--- config.mk ---
export PLATFORM = sky130hd
export DESIGN_NAME = serial_sar_adc_readout
export DESIGN_NICKNAME = d
export VERILOG_FILES = /design/src/hdl/sar_readout_pkg.sv /design/src/hdl/serial_sar_adc_readout.sv /design/src/hdl/sync_two_ff.sv
export SDC_FILE = /design/constraint.sdc
export NUM_CORES = 1
export LEC_CHECK = 0
export ABC_AREA = 1
export BUFFER_PORTS_ARGS = -buffer_cell sky130_fd_sc_hd__buf_2
export CAP_MARGIN = 20
export CORE_MARGIN = 1.5
export CORE_UTILIZATION = 40
export CTS_BUF_LIST = sky130_fd_sc_hd__clkbuf_4 sky130_fd_sc_hd__clkbuf_8 sky130_fd_sc_hd__clkbuf_16
export DETAILED_ROUTE_END_ITERATION = 12
export MAX_ROUTING_LAYER = met4
export PLACE_DENSITY = 0.68
export SYNTH_ARGS = -nofsm -noshare
export SYNTH_HDL_FRONTEND = slang
export SYNTH_HIERARCHICAL = 1
export SYNTH_SLANG_ARGS = --single-unit
export TNS_END_PERCENT = 50
--- constraint.sdc ---
create_clock -name clk -period 4.3 [get_ports clk]
set_clock_uncertainty 0.05 [all_clocks]
set_input_delay 0.215 -clock clk [delete_from_list [all_inputs] [get_ports clk]]
set_output_delay 0.215 -clock clk [all_outputs]
set_load 0.02 [all_outputs]
--- src/hdl/sar_readout_pkg.sv ---
// Constants for the serial converter readout block
package sar_readout_pkg;
    localparam int unsigned FRAME_BITS      = 16;
    localparam int unsigned LEAD_ZEROS      = 4;
    localparam int unsigned TRACK_AFTER_FALLS = 13;
    localparam int unsigned RES_BITS_12     = 12;
    localparam int unsigned RES_BITS_10     = 10;
    localparam logic [4:0]  FALL_COUNT_RST  = 5'h00;
    localparam logic [4:0]  TRACK_FALLS     = 5'h0D;
    localparam logic [4:0]  LAST_FALLS      = 5'h10;
    localparam logic [15:0] SHIFT_RST       = 16'h0000;
    localparam logic [11:0] FULL_SCALE_12   = 12'hFFF;
    localparam logic [9:0]  FULL_SCALE_10   = 10'h3FF;
    localparam logic [1:0]  TRAIL_ZEROS_10  = 2'h0;
    localparam logic [3:0]  LEAD_ZERO_BITS  = 4'h0;
    typedef enum logic [1:0] {
        ST_IDLE,
        ST_CONVERT,
        ST_DONE
    } frame_state_t;
endpackage

--- src/hdl/serial_sar_adc_readout.sv ---
// Frame sequencing, track/hold control and serial result shifting
`timescale 1ns/1ns
`default_nettype none
module serial_sar_adc_readout
    import sar_readout_pkg::*;
#(
    parameter bit TEN_BIT_VARIANT = 1'b0
) (
    input  wire logic        clk,
    input  wire logic        reset,
    input  wire logic        frame_select_n,
    input  wire logic        serial_clock,
    input  wire logic [11:0] conversion_code,
    output logic             serial_result_out,
    output logic             serial_result_oe,
    output logic             track_hold,
    output logic             sample_strobe,
    output logic             conversion_busy
);
    logic         select_sync_n;
    logic         sclk_sync;
    logic         select_prev_n;
    logic         sclk_prev;
    frame_state_t state;
    frame_state_t next_state;
    logic [4:0]   fall_count;
    logic [4:0]   next_fall_count;
    logic [15:0]  shift;
    logic [15:0]  next_shift;
    logic         track_pending;
    logic         next_track_pending;
    logic         next_track_hold;
    logic         next_oe;
    logic         next_data;

    // Pins come from outside this clock, so both are synchronised first
    sync_two_ff #(.RESET_VALUE(1'b1)) u_sync_select (
        .clk      (clk),
        .reset    (reset),
        .async_in (frame_select_n),
        .sync_out (select_sync_n)
    );
    sync_two_ff #(.RESET_VALUE(1'b0)) u_sync_sclk (
        .clk      (clk),
        .reset    (reset),
        .async_in (serial_clock),
        .sync_out (sclk_sync)
    );

    wire select_fall = select_prev_n & ~select_sync_n;
    wire select_rise = ~select_prev_n & select_sync_n;
    wire sclk_fall   = sclk_prev & ~sclk_sync;
    wire sclk_rise   = ~sclk_prev & sclk_sync;
    wire in_frame    = (state == ST_CONVERT);
    // Straight binary code, no transform; the analog side scales it
    wire [15:0] frame_word_12 = {LEAD_ZERO_BITS, conversion_code};
    wire [15:0] frame_word_10 = {LEAD_ZERO_BITS, conversion_code[11:2], TRAIL_ZEROS_10};
    wire [15:0] frame_word    = TEN_BIT_VARIANT ? frame_word_10 : frame_word_12;
    wire        counted_fall  = in_frame & sclk_fall & ~select_sync_n;
    wire [4:0]  fall_plus_one = fall_count + 5'h01;

    always_comb
    begin
        next_state         = state;
        next_fall_count    = fall_count;
        next_shift         = shift;
        next_track_pending = track_pending;
        next_track_hold    = track_hold;
        next_oe            = serial_result_oe;
        next_data          = serial_result_out;
        case (state)
            ST_IDLE, ST_DONE:
            begin
                if (select_fall)
                begin
                    // Hold, drive the pin with the first leading zero
                    next_state         = ST_CONVERT;
                    next_fall_count    = FALL_COUNT_RST;
                    next_shift         = {frame_word[14:0], 1'b0};
                    next_track_hold    = 1'b0;
                    next_track_pending = 1'b0;
                    next_oe            = 1'b1;
                    next_data          = frame_word[15];
                end
                else if (select_rise)
                begin
                    next_state = ST_IDLE;
                end
            end
            ST_CONVERT:
            begin
                if (select_rise)
                begin
                    // Early end abandons everything and releases the line
                    next_state         = ST_IDLE;
                    next_oe            = 1'b0;
                    next_track_hold    = 1'b1;
                    next_track_pending = 1'b0;
                end
                else
                begin
                    if (counted_fall)
                    begin
                        next_fall_count = fall_plus_one;
                        if (fall_plus_one == LAST_FALLS)
                        begin
                            // Frame complete; host holds the last bit now
                            next_oe    = 1'b0;
                            next_state = ST_DONE;
                        end
                        else
                        begin
                            next_data  = shift[15];
                            next_shift = {shift[14:0], 1'b0};
                        end
                        if (fall_plus_one == TRACK_FALLS)
                        begin
                            next_track_pending = 1'b1;
                        end
                    end
                    if (sclk_rise && track_pending)
                    begin
                        next_track_hold    = 1'b1;
                        next_track_pending = 1'b0;
                    end
                end
            end
            default:
            begin
                next_state = ST_IDLE;
            end
        endcase
    end

    always_ff @(posedge clk or posedge reset)
    begin
        if (reset)
        begin
            select_prev_n <= 1'b1;
            sclk_prev     <= 1'b0;
            state         <= ST_IDLE;
        end
        else
        begin
            select_prev_n <= select_sync_n;
            sclk_prev     <= sclk_sync;
            state         <= next_state;
        end
    end

    always_ff @(posedge clk or posedge reset)
    begin
        if (reset)
        begin
            fall_count    <= FALL_COUNT_RST;
            shift         <= SHIFT_RST;
            track_pending <= 1'b0;
        end
        else
        begin
            fall_count    <= next_fall_count;
            shift         <= next_shift;
            track_pending <= next_track_pending;
        end
    end

    // Outputs except conversion_busy straight from flip-flops so the pin never glitches
    always_ff @(posedge clk or posedge reset)
    begin
        if (reset)
        begin
            track_hold        <= 1'b1;
            serial_result_oe  <= 1'b0;
            serial_result_out <= 1'b0;
            sample_strobe     <= 1'b0;
        end
        else
        begin
            track_hold        <= next_track_hold;
            serial_result_oe  <= next_oe;
            serial_result_out <= next_data;
            sample_strobe     <= select_fall & (state != ST_CONVERT);
        end
    end

    assign conversion_busy = in_frame;
endmodule
`default_nettype wire

--- src/hdl/sync_two_ff.sv ---
// Two flip-flop synchroniser for one level
`timescale 1ns/1ns
`default_nettype none
module sync_two_ff #(
    parameter logic RESET_VALUE = 1'b0
) (
    input  wire logic clk,
    input  wire logic reset,
    input  wire logic async_in,
    output logic      sync_out
);
    logic stage_one;
    always_ff @(posedge clk or posedge reset)
    begin
        if (reset)
        begin
            stage_one <= RESET_VALUE;
            sync_out  <= RESET_VALUE;
        end
        else
        begin
            stage_one <= async_in;
            sync_out  <= stage_one;
        end
    end
endmodule
`default_nettype wire

==> results of run 1 <==
metal layers:
| layer | up-vias | share of wire (%) | track usage (%) |
|---|---|---|---|
| li1 | 689 | - | - |
| met3 | 2 | 2.9 | 4.50 |
| met1 | 597 | 51 | 21.0 |
| met4 | 0 | 0.65 | 4.34 |
| met2 | 19 | 46 | 24.3 |
| met5 | - | 0 | - |
synth_stat cells (all sizes together):
cell type   n
inv        21
or2         1
nor3b       1
buf         8
nand2      88
o21ai       5
dfstp       4
o211ai      1
ha          4
o22ai       1
nor3        1
nand4       9
a21oi       3
dfrtp      29
nor2        9
nand3      20
kinds of logic (layout without fill, tap and decap cells):
group / Yosys count / in the layout
buffers and inverters: 29 / 53
AOI/OAI and AO/OA: 10 / 10
adders and majority gates: 4 / 4
DFF: 33 / 33
and+or+nand+nor: 129 / 129
layout by cell type, fill, tap and decap left out, drive strengths merged, types with 3 or more instances in the layout:
cell and count:
nand2 88, dfrtp 29, o21ai 5, dfstp 4, inv 21, dlygate4sd3 3
nand3 20, buf 21, nor2 9, nand4 9, clkbuf 7, ha 4
a21oi 3
cell type report:
cell class	instances	share of cell area, %
Clock buffer	7	4.39
Multi-Input combinational cell	143	36.2
Clock inverter	1	0.262
Tap cell	50	3.28
Timing Repair Buffer	24	8.26
Sequential cell	33	43.5
Inverter	21	4.13
through the flow:
step                      total power, mW  util [%]  instance area (µm²)
final                               0.906      47.7                 1910
after global placement              0.678      44.1                 1760
after floorplan                     0.634         -                 1660
after global routing                0.984      47.7                 1910
after CTS                           0.913      47.0                 1880
after detailed placement            0.683      44.1                 1760
final timing paths:
| check | end | slack, ns | cells after the start |
|---|---|---|---|
| max in group asynchronous | track_hold | 3.22 | 4 |
| setup / recovery | shift[9] | 2.28 | 8 |
| hold reg to reg | u_sync_select/sync_out | 0.31 | 0 |
| setup reg to reg | shift[9] | 2.28 | 8 |
| hold / removal | shift[1] | 0.12 | 3 |
| min in group asynchronous | u_sync_sclk/stage_one | 0.30 | 3 |
worst max-delay path, cell delays in order, from the launching register on:
cell	delay, ns
dfrtp_1	0.41
nor2_4	0.41
inv_2	0.25
nor2_4	0.17
nand2_2	0.11
nand2_4	0.21
nand2_4	0.16
nand2_1	0.10
nand2_1	0.05
power by group:
part	total (mW)	internal, mW	switching (mW)
logic	0.220	0.0894	0.130
clock network	0.225	0.126	0.0992
registers	0.461	0.400	0.0616
==> impl_metrics.toml, run 1 <==
[floorplan]
start_util_pct = 41.4
io_pins = 21
die_area_um2 = 4540
die_x_um = 67.4
die_y_um = 67.4
rows = 23
core-area_um2 = 4000

[yosys]
synthSimpleGateAreaFrac_pct = 35.4
netlist_instances = 205
yosysTopAreaCell = "dfrtp_1"
postSynthAreaPerCell_um2 = 8.09
synth-xor-area-share_pct = 0
synth_nets = 225
synth_top_area_share_pct = 43.8
yosys_warnings = 6
synth_compound_area_share_pct = 3.25
synthAdderAreaFrac_pct = 3.02
synth_top_family_by_area = "simple AND/OR/NAND/NOR gates"
yosys-top-cells-area = "dfrtp_1 (44%), nand2_1 (19%), dfstp_2 (6.3%)"
synth_area_um2 = 1660
ys_types = 24
synthMuxAreaShare_pct = 0
ys_seq_area_share_pct = 50.1
synth_seq_cells = 33

[global_route]
grt_max_degree = 30
grt_antenna_before_repair = 0
track_usage_pct = 16.0
grt_overflow_total = 0
grt_pass1_wl_um = 5250
grt_pass1_vias = 1228

[cells_and_area]
multi_input_area_um2 = 691
fillers = 382
largestRegisters = "shift (15), fall_count (5), state (2)"
largest_register = "shift"
largest_reg_flops = 15
syn_to_final_growth_pct = 15.2
regArea_um2 = 831
nets = 248
diodes = 0
layoutNonFillerInstCount = 279
drive_above_1_share_pct = 19.7

[hold_path]
hold_path_class = "input port to flop"
worstHoldStart = "conversion_code[0]"

[clock_tree]
post_cts_buffers = 0
clk_pin_slew_ns = 0.07
cts_buffer_depth = 2
htree_levels = 2
clkLatencyLatePin_ns = 0.27
ctsResizeCount = 0
cts_tree = "yes"
cts_made_buffers = 5
cts.sinks = 33
clock-root-buffer = "clkbuf_8"
ctsHoldBuffers = 3

[sta]
setup_violations = 0
hold_viol_final = 0
timing.fmax_ghz = 0.496
slew_headroom_pct = 68.5
timing.final.ws_setup_ns = 2.28
holdWs_ns = 0.124
fin_crit_sh_pct = 46.9
rsz0062_at_grt = "false"
drv_slew = 0
period_minus_slack_ns = 2.02
setup-tns-final_ns = 0
worst_pin_slew_ns = 0.471

[placement]
io_buffers = 20
place_hpwl_um = 2140
gp_congestion = 0.797
place_worst_setup_slack_ns = 2.27
post-place-cells = 267

[critical_path]
worstSetupPathType = "flop to flop"
worstReg2RegStart = "state[1]"
start_kind = "flop"
endpoint_kind = "flop"
cp-startpoint = "state[1]"
crit_fanout = 21
crit_required_ns = 4.42
cp.arrival_ns = 2.14

[route]
drt-pass1-iter-count = 4
antenna_left = 0
vias = 1307
vias_per_cell = 4.68
route.detailed.drc = 0
routedWlPerCell_um = 10.5
wl_um = 2930
dr.first_iter.drc_count = 125

[pwr]
leakage_nw = 1.05
p_per_area_nw_per_um2 = 475
irDropWorstVdd_mv = 0.290

[job]
drv_cap = 0

[outcome]
outcome = "finished, final reports clean"
Note: power is estimated with default switching activity, not from simulation.
==> run 2, diff against run 1 <==
Clock period 4.3 ns to 2.1 ns, I/O delays scaled along.
==> impl_metrics.toml, run 2 (same netlist as run 1, synthesis figures left out) <==
[critical_path]
r2r_slack_ns = 0.33
worstReg2RegStart = "u_sync_select/sync_out"
cp-startpoint = "u_sync_select/sync_out"
crit_required_ns = 2.27
start_kind = "flop"
crit_fanout = 21
endpoint_kind = "flop"
worstSetupPathType = "flop to flop"
cp.arrival_ns = 1.94

[cells_and_area]
layoutNonFillerInstCount = 281
drive_above_1_share_pct = 19.9
fillers = 393
syn_to_final_growth_pct = 14.9
layout_commonest_cell = "nand2_1"
largest_reg_flops = 15
mostFrequentLayoutCells = "nand2_1 (84), dfrtp_1 (29), buf_2 (20)"
nets = 250
largestRegisters = "shift (15), fall_count (5), state (2)"
diodes = 0
largest_register = "shift"

[floorplan]
die_x_um = 67.4
start_util_pct = 41.4
io_pins = 21
rows = 23
core-area_um2 = 4000
die_area_um2 = 4540
die_y_um = 67.4

[sta]
hold_viol_final = 0
timing.fmax_ghz = 0.564
holdWs_ns = 0.0973
worst_pin_slew_ns = 0.369
setup-tns-final_ns = 0
fin_crit_sh_pct = 84.5
timing.final.ws_setup_ns = 0.326
drv_slew = 0
setup_violations = 0
slew_headroom_pct = 75.4
rsz0062_at_grt = "false"
period_minus_slack_ns = 1.77

[global_route]
grt_pass1_vias = 1289
grt_pass1_wl_um = 5490
grt_max_degree = 30
track_usage_pct = 16.4
grt_overflow_total = 0
grt_antenna_before_repair = 0

[clock_tree]
cts_tree = "yes"
cts_made_buffers = 5
cts_buffer_depth = 2
cts.sinks = 33
htree_levels = 2
clkLatencyLatePin_ns = 0.28
post_cts_buffers = 0
clock-root-buffer = "clkbuf_8"
clk_pin_slew_ns = 0.07

[route]
drt-pass1-iter-count = 4
dr.first_iter.drc_count = 54
route.detailed.drc = 0
wl_um = 3070
routedWlPerCell_um = 10.9
vias = 1329
antenna_left = 0
vias_per_cell = 4.73

[job]
drv_cap = 0

[pwr]
leakage_nw = 1.05
finalPower_mw = 1.85
p_per_area_nw_per_um2 = 972
irDropWorstVdd_mv = 0.477

[placement]
gp_congestion = 0.763
io_buffers = 20
place_hpwl_um = 2090
post-place-cells = 269
place_worst_setup_slack_ns = 0.356

[hold_path]
worstHoldStart = "conversion_code[10]"
hold_path_class = "input port to flop"

[outcome]
outcome = "finished, final reports clean"
==> run 2: cell count changes in the layout (fill, tap and decap cells not counted) <==
cell           before  now
buf_16              1    0
buf_4               0    2
clkinv_2            1    2
clkbuf_4            2    1
dlygate4sd3_1       3    4
==> run 2: metrics by stage <==
stage               cell area (µm²)  util, %
floorplan                      1660        -
global placement               1780     44.4
detailed placement             1780     44.4
CTS                            1900     47.6
global route                   1900     47.6
finish                         1900     47.6
==> run 2: path summary, 6_finish.rpt <==
| path | end | cells past startpoint |
|---|---|---|
| worst min register to register | u_sync_select/sync_out | 0 |
| worst max register to register | shift[7] | 9 |
| min in group asynchronous | u_sync_sclk/sync_out | 3 |
| worst min-delay path | shift[11] | 5 |
| max in group asynchronous | track_hold | 4 |
| worst max-delay path | shift[7] | 9 |
==> run 2: power breakdown <==
| group | internal [mW] | total (mW) | leakage (nW) | switching [mW] |
|---|---|---|---|---|
| clock | 0.242 | 0.460 | 0.0484 | 0.218 |
| sequential | 0.818 | 0.940 | 0.416 | 0.122 |
| combinational | 0.183 | 0.452 | 0.585 | 0.268 |
==> run 2: final cells by class <==
| type | instances | area, µm² | share of cell area [%] |
|---|---|---|---|
| flip-flops and latches | 33 | 831 | 43.6 |
| clock inverters | 2 | 10.0 | 0.526 |
| well taps | 50 | 62.6 | 3.29 |
| repair buffers | 26 | 155 | 8.15 |
| inverters | 21 | 78.8 | 4.14 |
| clock buffers | 6 | 76.3 | 4.01 |
| multi-input cells | 143 | 691 | 36.3 |
==> run 2: layer usage <==
metal	track usage, %	share of wire (%)	wire [µm]
met3	4.00	3.3	102
met5	-	0	0
met2	24.8	46	1410
met4	7.40	1.5	46
met1	21.0	49	1510
==> run 2: what timing repair did <==
action,CTS,global route
endpoints found under the setup margin,0,0
resized for setup,0,0
hold endpoints to repair,34,0
hold buffers,4,0
==> run 2: critical path, stage by stage (launching register included) <==
cell     delay, ns
dfstp_2       0.57
inv_1         0.05
ha_1          0.18
inv_1         0.06
nor2_1        0.05
inv_1         0.19
nand2_4       0.20
nand2_4       0.22
nand2_1       0.07
nand2_1       0.06
==> run 3, diff against run 2 <==
Settings changed: ABC_AREA 1 to 0, PLACE_DENSITY 0.68 to 0.7.
Clock period 2.1 ns to 1.6 ns, I/O delays scaled along.
==> impl_metrics.toml, run 3 <==
[clock_tree]
htree_levels = 2
clk_pin_slew_ns = 0.07
cts.sinks = 33
cts_tree = "yes"
clkLatencyLatePin_ns = 0.29
cts_made_buffers = 5
clock-root-buffer = "clkbuf_8"
cts_buffer_depth = 2

[yosys]
yosys_warnings = 6
yosys-top-cells-area = "dfrtp_1 (45%), mux2_4 (9.4%), nand2_1 (8.9%)"
yosys_most_used_dff = "dfrtp_1"
yosys-top-cells-count = "nand2_1 (38), dfrtp_1 (29), mux2_4 (10), inv_1 (7), a22o_1 (6)"
synth.most_common_cell = "nand2_1"
synth_nets = 165
ys_types = 36
synth_seq_cells = 33
yosysTopAreaCell = "dfrtp_1"
synth-edff-count = 0
synth_top_area_share_pct = 45.3
synth_area_um2 = 1600
postSynthAreaPerCell_um2 = 11.0
async_reset_ff_share_pct = 100
ys_seq_area_share_pct = 51.9
netlist_instances = 145

[sta]
worst_pin_slew_ns = 0.407
timing.fmax_ghz = 0.522
rsz0062_at_grt = "true"
hold_viol_final = 0
fin_crit_sh_pct = 120
holdWs_ns = 0.0664
slew_headroom_pct = 72.9
setup_violations = 22
drv_slew = 0
period_minus_slack_ns = 1.91
timing.final.ws_setup_ns = -0.314

[global_route]
grt_pass1_vias = 1247
grt_antenna_before_repair = 0
grt_pass1_wl_um = 5740
grt_max_degree = 30
grt_overflow_total = 0
track_usage_pct = 17.8

[critical_path]
r2r_end = "shift[11]"
r2r_slack_ns = -0.31
start_kind = "flop"
cp.arrival_ns = 2.04
rr_worst_depth = 7
worstSetupPathType = "flop to flop"
worstReg2RegStart = "select_prev_n"
crit_required_ns = 1.73
crit_fanout = 11
endpoint_kind = "flop"

[floorplan]
die_x_um = 66.3
die_y_um = 66.3
io_pins = 21
rows = 22
start_util_pct = 42.7
core-area_um2 = 3740
die_area_um2 = 4390

[pwr]
leakage_nw = 1.08
finalPower_mw = 2.47
irDropWorstVdd_mv = 0.620
p_per_area_nw_per_um2 = 1150

[hold_path]
holdPathEnd = "shift[7]"
worstHoldStart = "conversion_code[6]"
holdPathStages = 4
hold_path_class = "input port to flop"

[cells_and_area]
mostFrequentLayoutCells = "nand2_1 (36), dfrtp_1 (29), buf_2 (20), buf_4 (20), mux2_4 (11)"
largest_register = "shift"
final_core_util_pct = 57.3
nets = 215
diodes = 0
layout_commonest_cell = "nand2_1"
largest_reg_flops = 15
largestRegisters = "shift (15), fall_count (5), state (2)"
syn_to_final_growth_pct = 34.0
drive_above_1_share_pct = 42.3

[route]
routedWlPerCell_um = 13.5
vias = 1207
antenna_left = 0
dr.first_iter.drc_count = 34
vias_per_cell = 4.95
wl_um = 3310
drt-pass1-iter-count = 4
route.detailed.drc = 0

[placement]
place_hpwl_um = 2250
io_buffers = 20
gp_congestion = 0.785

[outcome]
outcome = "finished, violations left"
violations = "negative setup slack"

[job]
drv_cap = 0
-- run 3: through the flow --
| step | std cells | setup TNS, ns | setup slack (ns) | instance area (µm²) |
|---|---|---|---|---|
| 6_report | 244 | -5.17 | -0.314 | 2140 |
| 5_1_grt | 244 | -6.54 | -0.374 | 2140 |
| 4_1_cts | 240 | -4.80 | -0.313 | 2070 |
| 3_5_place_dp | 228 | -4.97 | -0.322 | 1910 |
| 3_3_place_gp | 228 | -4.31 | -0.288 | 1910 |
| 2_1_floorplan | 145 | -4.16 | -0.336 | 1620 |
-- run 3: final cells by class --
| class | instances | area, µm² |
|---|---|---|
| fillers | 342 | 1600 |
| flip-flops and latches | 33 | 831 |
| multi-input cells | 99 | 774 |
| repair buffers | 48 | 348 |
| clock buffers | 7 | 96.3 |
| well taps | 48 | 60.1 |
| inverters | 8 | 30.0 |
| clock inverters | 1 | 5.00 |
-- run 3: cell families (layout without fill, tap and decap cells) --
family                   Yosys count  in the layout  share of synthesized area (%)
AO/OA/AOI/OAI                     24             24                           12.4
XOR/XNOR                           2              2                           1.09
adder cells (fa/ha/maj)            4              4                           3.13
buffers and inverters             13             64                           3.75
flip-flops                        33             33                           51.9
multiplexers                      11             11                           10.1
AND/OR/NAND/NOR                   58             58                           17.7
-- run 3: worst max path at each step --
| stage | start | to | slack [ns] |
|---|---|---|---|
| floorplan | select_prev_n | shift[10] | -0.34 |
| global placement | select_prev_n | shift[4] | -0.29 |
| detailed placement | select_prev_n | shift[4] | -0.32 |
| CTS | select_prev_n | shift[11] | -0.31 |
| global route | select_prev_n | shift[6] | -0.37 |
| finish | select_prev_n | shift[11] | -0.31 |
-- run 3: repair_timing --
action	4_1_cts	5_1_grt
hold buffers	4	0
endpoints found under the hold margin	34	0
resized for setup	6	11
setup endpoints to repair	22	25
buffers inserted	0	4
pin swaps	7	2
cloned	0	0
-- run 3: critical path, stage by stage, from the launching register on --
cell,delay (ns)
dfstp_2,0.54
inv_2,0.04
ha_4,0.16
nor3b_4,0.22
a21oi_2,0.11
a41oi_4,0.20
buf_12,0.18
mux2_4,0.30
-- run 3: per-layer routing --
metal | vias up | track usage [%] | part of all wire [%]
met4 | 0 | 4.59 | 1.0
met2 | 24 | 28.1 | 47
met3 | 3 | 4.60 | 3.7
met5 | - | - | 0
met1 | 586 | 22.9 | 48
li1 | 594 | - | -
-- run 3: where the power goes --
group / switching [mW] / leakage [nW] / total, mW / internal, mW
registers: 0.107 / 0.411 / 1.13 / 1.02
clock network: 0.313 / 0.0542 / 0.702 / 0.389
logic: 0.273 / 0.615 / 0.645 / 0.372
total: 0.693 / 1.08 / 2.47 / 1.78
